File: src/verilog/ptio_defs.vh
`ifndef PTIO_DEFS_VH
`define PTIO_DEFS_VH

// register byte offsets
`define PTIO_OFF_CTRL      12'h000
`define PTIO_OFF_PRESCALE  12'h004
`define PTIO_OFF_STATUS    12'h008
`define PTIO_OFF_INPUTS    12'h00C
`define PTIO_OFF_EVENTS    12'h010

// control fields
`define PTIO_CTRL_TRIG_LSB     0
`define PTIO_CTRL_TRIG_MSB     1
`define PTIO_CTRL_DIRMODE_BIT  2
`define PTIO_CTRL_MOTMODE_BIT  3
`define PTIO_CTRL_PROGOUT_BIT  4
`define PTIO_CTRL_RESET        5'h00

// trigger option codes
`define PTIO_TRIG_PEDAL    2'h0
`define PTIO_TRIG_EDGEPAIR 2'h1
`define PTIO_TRIG_LAUNCH   2'h2

// timing
`define PTIO_CLK_HZ        250000000
`define PTIO_TICK_MS       50
`define PTIO_STABLE_MS     100
`define PTIO_TICK_CYCLES   ((`PTIO_CLK_HZ / 1000) * `PTIO_TICK_MS)
`define PTIO_STABLE_TICKS  (`PTIO_STABLE_MS / `PTIO_TICK_MS)
`define PTIO_PRESCALE_RESET 24'hBEBC20

`endif

File: src/verilog/ptio_filter.v
`timescale 1ns/1ps
`default_nettype none
// ----------------------------------------------------------------------------
// deglitch filter for one sampled input
// ----------------------------------------------------------------------------
module ptio_filter (
    input  wire clk_i,
    input  wire arst_n_i,
    input  wire tick_i,
    input  wire sample_i,
    output reg  level_o,
    output reg  rise_o,
    output reg  fall_o
);
    reg cand;
    reg cnt;

    always @(posedge clk_i or negedge arst_n_i) begin
        if (!arst_n_i) begin
            level_o <= 1'b0;
            rise_o  <= 1'b0;
            fall_o  <= 1'b0;
            cand    <= 1'b0;
            cnt     <= 1'b0;
        end else begin
            rise_o <= 1'b0;
            fall_o <= 1'b0;
            if (tick_i) begin
                if (sample_i != cand) begin
                    cand <= sample_i;
                    cnt  <= 1'b0;
                end else if (sample_i != level_o) begin
                    // three equal samples, 50 ms apart, span 100 ms
                    if (cnt) begin
                        level_o <= sample_i;
                        rise_o  <= sample_i;
                        fall_o  <= !sample_i;
                        cnt     <= 1'b0;
                    end else begin
                        cnt <= 1'b1;
                    end
                end else begin
                    cnt <= 1'b0;
                end
            end
        end
    end
endmodule // ptio_filter
`default_nettype wire

File: src/verilog/ptio_top.v
// Overview of operation
// - sample 50 ms, accept after 100 ms
// - edge is change of accepted level
// - high-low falling, low-high rising
// - ignore trigger/direction while editing
// - ignore trigger/direction during alarm
// - trigger activation acts as start/stop
// - pedal: falling toggles start/stop
// - edge-pair: falling stops, rising starts
// - launch-only: falling starts only when allowed
// - motor mode 0: high while pumping
// - motor mode 1: pumping or pause timer
// - direction output high when infusing
// - direction input only where key accepted
// - alternating: fall to infuse, rise withdraw
// - paired: rise to infuse, fall withdraw
// - program pins also user levels
// - trigger option selected by code
// - event falling edge drives jump
// - program input low drives branch
`timescale 1ns/1ps
`default_nettype none
`include "ptio_defs.vh"
module ptio_top (
    input  wire        clk_i,
    input  wire        arst_n_i,
    input  wire        psel_i,
    input  wire        penable_i,
    input  wire        pwrite_i,
    input  wire [11:0] paddr_i,
    input  wire [31:0] pwdata_i,
    output reg  [31:0] prdata_o,
    output reg         pready_o,
    output reg         pslverr_o,
    input  wire        trig_pin_i,
    input  wire        dir_pin_i,
    input  wire        event_pin_i,
    input  wire        prog_in_pin_i,
    input  wire        editing_i,
    input  wire        alarm_i,
    input  wire        running_i,
    input  wire        start_allowed_i,
    input  wire        pumping_i,
    input  wire        pause_timer_i,
    input  wire        dir_key_ok_i,
    input  wire        infuse_i,
    input  wire        jump_fall_arm_i,
    input  wire        branch_arm_i,
    output reg         prog_out_pin_o,
    output reg         motor_pin_o,
    output reg         dir_pin_o,
    output reg         start_o,
    output reg         stop_o,
    output reg         set_infuse_o,
    output reg         set_withdraw_o,
    output reg         jump_o,
    output reg         branch_o
);
    // ------------------------------------------------------------------------
    // registers and synchronisers
    // ------------------------------------------------------------------------
    reg  [4:0]  ctrl;
    reg  [23:0] prescale;
    reg  [23:0] div_cnt;
    reg         tick;
    reg  [3:0]  sync1;
    reg  [3:0]  sync2;
    reg  [3:0]  ev_rise;
    reg  [3:0]  ev_fall;
    wire [3:0]  lvl;
    wire [3:0]  rise;
    wire [3:0]  fall;
    wire [1:0]  trig_mode = ctrl[`PTIO_CTRL_TRIG_MSB:`PTIO_CTRL_TRIG_LSB];
    wire        paired    = ctrl[`PTIO_CTRL_DIRMODE_BIT];
    wire        blocked   = editing_i | alarm_i;
    wire        wr_en     = psel_i & penable_i & pwrite_i;
    wire        rd_en     = psel_i & penable_i & !pwrite_i;
    wire [3:0]  pins = {prog_in_pin_i, event_pin_i, dir_pin_i, trig_pin_i};

    function known_addr;
        input [11:0] a;
        begin
            known_addr = (a == `PTIO_OFF_CTRL) | (a == `PTIO_OFF_PRESCALE) |
                         (a == `PTIO_OFF_STATUS) | (a == `PTIO_OFF_INPUTS) |
                         (a == `PTIO_OFF_EVENTS);
        end
    endfunction

    always @(posedge clk_i or negedge arst_n_i) begin
        if (!arst_n_i) begin
            sync1 <= 4'h0;
            sync2 <= 4'h0;
        end else begin
            sync1 <= pins;
            sync2 <= sync1;
        end
    end

    // ------------------------------------------------------------------------
    // sampling tick
    // ------------------------------------------------------------------------
    always @(posedge clk_i or negedge arst_n_i) begin
        if (!arst_n_i) begin
            div_cnt <= 24'h000000;
            tick    <= 1'b0;
        end else if (div_cnt >= prescale - 24'h000001) begin
            div_cnt <= 24'h000000;
            tick    <= 1'b1;
        end else begin
            div_cnt <= div_cnt + 24'h000001;
            tick    <= 1'b0;
        end
    end

    genvar gi;
    generate
        for (gi = 0; gi < 4; gi = gi + 1) begin : g_filt
            ptio_filter u_filt (
                .clk_i    (clk_i),
                .arst_n_i (arst_n_i),
                .tick_i   (tick),
                .sample_i (sync2[gi]),
                .level_o  (lvl[gi]),
                .rise_o   (rise[gi]),
                .fall_o   (fall[gi])
            );
        end
    endgenerate

    // ------------------------------------------------------------------------
    // trigger, direction and program actions
    // ------------------------------------------------------------------------
    always @(posedge clk_i or negedge arst_n_i) begin
        if (!arst_n_i) begin
            start_o        <= 1'b0;
            stop_o         <= 1'b0;
            set_infuse_o   <= 1'b0;
            set_withdraw_o <= 1'b0;
            jump_o         <= 1'b0;
            branch_o       <= 1'b0;
            motor_pin_o    <= 1'b0;
            dir_pin_o      <= 1'b0;
            prog_out_pin_o <= 1'b0;
        end else begin
            start_o        <= 1'b0;
            stop_o         <= 1'b0;
            set_infuse_o   <= 1'b0;
            set_withdraw_o <= 1'b0;
            if (!blocked) begin
                case (trig_mode)
                    `PTIO_TRIG_PEDAL: begin
                        start_o <= fall[0] & !running_i;
                        stop_o  <= fall[0] & running_i;
                    end
                    `PTIO_TRIG_EDGEPAIR: begin
                        start_o <= rise[0];
                        stop_o  <= fall[0];
                    end
                    `PTIO_TRIG_LAUNCH: begin
                        start_o <= fall[0] & start_allowed_i;
                    end
                    default: begin
                        start_o <= 1'b0;
                    end
                endcase
                if (dir_key_ok_i) begin
                    if (!paired) begin
                        set_infuse_o   <= fall[1] & !infuse_i;
                        set_withdraw_o <= rise[1] & infuse_i;
                    end else begin
                        set_infuse_o   <= rise[1] & !infuse_i;
                        set_withdraw_o <= fall[1] & infuse_i;
                    end
                end
            end
            jump_o   <= fall[2] & jump_fall_arm_i;
            branch_o <= branch_arm_i & tick & !lvl[3];
            motor_pin_o <= pumping_i |
                (ctrl[`PTIO_CTRL_MOTMODE_BIT] & pause_timer_i);
            dir_pin_o      <= infuse_i;
            prog_out_pin_o <= ctrl[`PTIO_CTRL_PROGOUT_BIT];
        end
    end

    // ------------------------------------------------------------------------
    // apb slave
    // ------------------------------------------------------------------------
    always @(posedge clk_i or negedge arst_n_i) begin
        if (!arst_n_i) begin
            ctrl     <= `PTIO_CTRL_RESET;
            prescale <= `PTIO_PRESCALE_RESET;
            ev_rise  <= 4'h0;
            ev_fall  <= 4'h0;
            prdata_o  <= 32'h00000000;
            pready_o  <= 1'b0;
            pslverr_o <= 1'b0;
        end else begin
            // answer in the access phase only, one wait state after it opens
            pready_o  <= psel_i & penable_i & !pready_o;
            pslverr_o <= psel_i & penable_i & !pready_o
                         & !known_addr(paddr_i);
            prdata_o  <= 32'h00000000;
            if (wr_en & pready_o & (paddr_i == `PTIO_OFF_CTRL))
                ctrl <= pwdata_i[4:0];
            if (wr_en & pready_o & (paddr_i == `PTIO_OFF_PRESCALE)
                & (pwdata_i[23:0] != 24'h000000))
                prescale <= pwdata_i[23:0];
            // set wins over a write-one-to-clear in the same cycle
            if (wr_en & pready_o & (paddr_i == `PTIO_OFF_EVENTS)) begin
                ev_rise <= (ev_rise & ~pwdata_i[3:0]) | rise;
                ev_fall <= (ev_fall & ~pwdata_i[11:8]) | fall;
            end else begin
                ev_rise <= ev_rise | rise;
                ev_fall <= ev_fall | fall;
            end
            if (rd_en & !pready_o) begin
                case (paddr_i)
                    `PTIO_OFF_CTRL:     prdata_o <= {27'h0, ctrl};
                    `PTIO_OFF_PRESCALE: prdata_o <= {8'h00, prescale};
                    `PTIO_OFF_STATUS:   prdata_o <= {26'h0, motor_pin_o,
                        dir_pin_o, running_i, alarm_i, editing_i,
                        prog_out_pin_o};
                    `PTIO_OFF_INPUTS:   prdata_o <= {28'h0, lvl};
                    `PTIO_OFF_EVENTS:   prdata_o <= {20'h0, ev_fall,
                        4'h0, ev_rise};
                    default:            prdata_o <= 32'h00000000;
                endcase
            end
        end
    end
endmodule // ptio_top
`default_nettype wire

File: config.mk
export PLATFORM = sky130hd
export DESIGN_NAME = ptio_top
export DESIGN_NICKNAME = d
export VERILOG_FILES = /design/src/verilog/ptio_filter.v /design/src/verilog/ptio_top.v
export VERILOG_INCLUDE_DIRS = /design/src /design/src/verilog
export SDC_FILE = /design/constraint.sdc
export NUM_CORES = 1
export LEC_CHECK = 0
export BUFFER_PORTS_ARGS = -buffer_cell sky130_fd_sc_hd__buf_2
export CORE_MARGIN = 2
export CORE_UTILIZATION = 56
export CTS_CLUSTER_DIAMETER = 150
export CTS_CLUSTER_SIZE = 16
export DETAILED_ROUTE_END_ITERATION = 7
export GPL_TIMING_DRIVEN = 0
export HOLD_SLACK_MARGIN = 0.02
export MAX_ROUTING_LAYER = met4
export PLACE_DENSITY = 0.81
export SLEW_MARGIN = 20
export SYNTH_ARGS = -nofsm -noshare
export SYNTH_HDL_FRONTEND = slang
export SYNTH_SLANG_ARGS = --single-unit
File: constraint.sdc
create_clock -name clk_i -period 6.2 [get_ports clk_i]
set_clock_uncertainty 0.1 [all_clocks]
set_input_delay 0.31 -clock clk_i [delete_from_list [all_inputs] [get_ports clk_i]]
set_output_delay 0.31 -clock clk_i [all_outputs]
set_load 0.02 [all_outputs]
==> impl_metrics.sql <==
INSERT INTO impl_metrics (metric_group, metric, value, unit) VALUES
('run_status', 'outcome', 'finished clean', ''),
('timing', 'final.hold.worst_slack', '0.0921', 'ns'),
('synth', 'syn_area_per_cell', '10.8', 'µm²'),
('critical_path', 'critical_path_peak_fanout', '10', ''),
('place', 'place_inst', '801', ''),
('clocking', 'clock-root-buffer', 'clkbuf_8', ''),
('power_and_ir_drop', 'vdd.ir_drop.worst', '0.177', 'mV'),
('critical_path', 'data_required_time_of_the_worst_path', '6.49', 'ns'),
('floorplan', 'num_rows', '38', ''),
('detailed_routing', 'routed_wl', '16400', 'µm'),
('timing', 'finalCritPeriodShare', '0.664', ''),
('grt', 'grt_util_overall', '0.304', ''),
('detailed_routing', 'detail-route-antenna-nets', '0', ''),
('critical_path', 'worst-r2r-setup-slack', '2.08', 'ns'),
('cells_and_area', 'area_growth_syn_to_layout', '28.1', '%'),
('timing', 'final-setup-viol-count', '0', ''),
('critical_path', 'critical_path.cell_chain', 'nor4_1 > nand3_1 > nor3_1 > nand2_1 > xor2_1 > ha_1 > nand4_1 > nor4_1 > a311o_1 > clkbuf_1 > nor3_1', ''),
('timing', 'final_period_minus_worst_setup_slack', '4.12', 'ns'),
('clocking', 'cts_sinks', '125', ''),
('grt', 'grt_overflow', '0', ''),
('detailed_routing', 'num_vias', '5139', ''),
('timing', 'setup_ws', '2.08', 'ns'),
('critical_path', 'timing.critical_path.from_type', 'flop', ''),
('detailed_routing', 'avgRoutedWirePerCell', '18.7', 'µm'),
('timing', 'finalMaxSlewViolations', '0', ''),
('detailed_routing', 'drc', '0', ''),
('synth', 'ys_types', '49', ''),
('floorplan', 'ioPinCount', '106', ''),
('critical_path', 'setup.worst_path.end_class', 'flop', ''),
('critical_path', 'critical_path_class', 'reg2reg', ''),
('critical_path', 'critPathLaunch', 'prescale[3]', ''),
('power_and_ir_drop', 'power.density', '253', 'nW/µm²'),
('critical_path', 'worst-path-buf-inv', '1', ''),
('critical_path', 'worst_reg2reg_path_endpoint', 'div_cnt[15]', ''),
('cells_and_area', 'multi_input_gate_area', '2810', 'µm²'),
('cells_and_area', 'seq_area', '3140', 'µm²'),
('timing', 'worstMarginPinSlew', '1.20', 'ns'),
('synth', 'synth_warnings', '0', ''),
('clocking', 'path_clk_slew', '0.06', 'ns'),
('timing', 'finalSetupTns', '0', 'ns'),
('floorplan', 'die_width', '108', 'µm'),
('hold_path', 'min_from', 'pwrite_i', ''),
('clocking', 'cts_buffer_depth', '2', ''),
('critical_path', 'timing.critical_path.max_delay_family', 'simple AND/OR/NAND/NOR gates', ''),
('grt', 'via_count_of_the_first_global_routing_pass', '5172', ''),
('grt', 'wire_length_of_the_first_global_routing_pass', '26200', 'µm'),
('grt', 'grt_antenna_before_repair', '0', ''),
('floorplan', 'die_height', '108', 'µm'),
('synth', 'netlist_area_before_placement', '6100', 'µm²'),
('critical_path', 'crit_arrival', '4.41', 'ns'),
('critical_path', 'rr_worst_depth', '11', ''),
('clocking', 'postCtsResizedCells', '0', ''),
('timing', 'slew_headroom', '0.197', ''),
('synth', 'synth-main-ff-cell', 'dfrtp_1', ''),
('cells_and_area', 'antenna_cells_inserted', '0', ''),
('place', 'finalWeightedCongestion', '0.904', ''),
('grt', 'grt_start_max_net_pins', '64', ''),
('place', 'place.port_buffers', '88', ''),
('detailed_routing', 'detailedRoute.firstPassIterationCount', '5', ''),
('floorplan', 'floorplan_die_area', '11700', 'µm²'),
('cells_and_area', 'nNetsFinal', '810', ''),
('power_and_ir_drop', 'leak_pwr', '3.92', 'nW'),
('synth', 'synth.ff_latch_count', '125', ''),
('hold_path', 'whs_path_depth', '3', ''),
('timing', 'fmax', '0.243', 'GHz'),
('clocking', 'cts-buffers-inserted', '17', ''),
('cells_and_area', 'utilization', '0.727', ''),
('place', 'dp_hpwl', '9860', 'µm'),
('timing', 'grt_setup_unrepaired', 'false', ''),
('cells_and_area', 'stdcell_count', '874', ''),
('detailed_routing', 'drtIter0Drc', '375', '');
[Yosys cell counts (12+ instances only)]
cell type  count  area share
ha_1          26       0.053
mux2_2        32       0.059
and2_1        15       0.015
a21oi_1       19       0.016
xor2_1        20       0.029
dfrtp_1      113        0.46
nand2_1       50       0.031
inv_1         12      0.0074
xnor2_1       24       0.034
nor2_1        54       0.033
o21ai_0       17       0.014
nor4_1        14       0.014
dfstp_2       12       0.052
nor3_1        40       0.033
[layout make-up]
type,instances,share of cell area
Multi-Input combinational cell,413,0.360
Buffer,22,0.0157
Inverter,12,0.00577
Timing Repair Buffer,130,0.113
Clock buffer,19,0.0565
Clock inverter,13,0.0239
Tap cell,140,0.0224
Sequential cell,125,0.402
[cell usage in the layout, fill, tap and decap left out, drive strengths merged, types with 8 or more instances in the layout]
cell,instances
ha,26
clkbuf,30
nor4,15
conb,8
nor3,40
xnor2,24
inv,15
dfrtp,113
a21o,10
a21oi,20
nand2,50
and2,15
xor2,20
nand4,10
mux2i,11
dlygate4sd3,41
dfstp,12
nor2,54
mux2,32
buf,100
o21ai,17
nand3,10
[per-stage QoR]
step / power, mW / cell area (µm²)
global route: 2.02 / 7810
finish: 1.97 / 7810
floorplan: 0.861 / 6120
global placement: 0.903 / 6740
CTS: 1.96 / 7810
detailed placement: 0.908 / 6770
[per-layer routing]
| metal | vias to the layer above | global-route usage | wire (µm) |
|---|---|---|---|
| met5 | - | - | 0 |
| met4 | 0 | 0.147 | 713 |
| met3 | 80 | 0.0723 | 1120 |
| met2 | 263 | 0.501 | 8160 |
| met1 | 2501 | 0.351 | 6370 |
| li1 | 2295 | - | - |
[power by group]
part	switching [mW]	leakage [nW]	internal (mW)	total, mW
sequential	0.00316	1.66	0.821	0.824
combinational	0.0529	1.96	0.0419	0.0948
clock	0.379	0.297	0.676	1.06
[sequential cells by signal, summed over array words and instances, names as in the netlist, 4 cells and up]
name                   count
sync1                      4
ev_rise                    4
g_filt.u_filt.cnt          4
g_filt.u_filt.level_o      4
g_filt.u_filt.rise_o       4
div_cnt                   24
sync2                      4
ev_fall                    4
g_filt.u_filt.cand         4
prdata_o                  24
prescale                  24
g_filt.u_filt.fall_o       4
ctrl                       5
[kinds of logic after synthesis]
group | share of synthesized area
buf+inv | 0.0275
fa+ha+maj | 0.0534
flops | 0.515
other cells | 0.000615
compound gates | 0.0714
xor+xnor | 0.0632
mux | 0.0772
simple gates | 0.191
[worst max-delay path by stage]
stage / end / slack, ns
final: div_cnt[15] / 2.08
after global routing: div_cnt[19] / 1.92
after CTS: div_cnt[15] / 2.17
after detailed placement: div_cnt[15] / 2.28
after global placement: div_cnt[20] / 2.37
after floorplan: div_cnt[10] / 2.95
[what timing repair did]
item | in CTS | in global routing
hold buffers | 41 | 0
setup buffers | 0 | 0
hold endpoints to repair | 95 | 0
setup endpoints to repair | 0 | 0
[worst min-delay path, cell delays in order]
cell and delay (ns):
buf_2 0.13, nor3b_2 0.08, and2_1 0.15
Note: power is estimated with default switching activity, not from simulation.
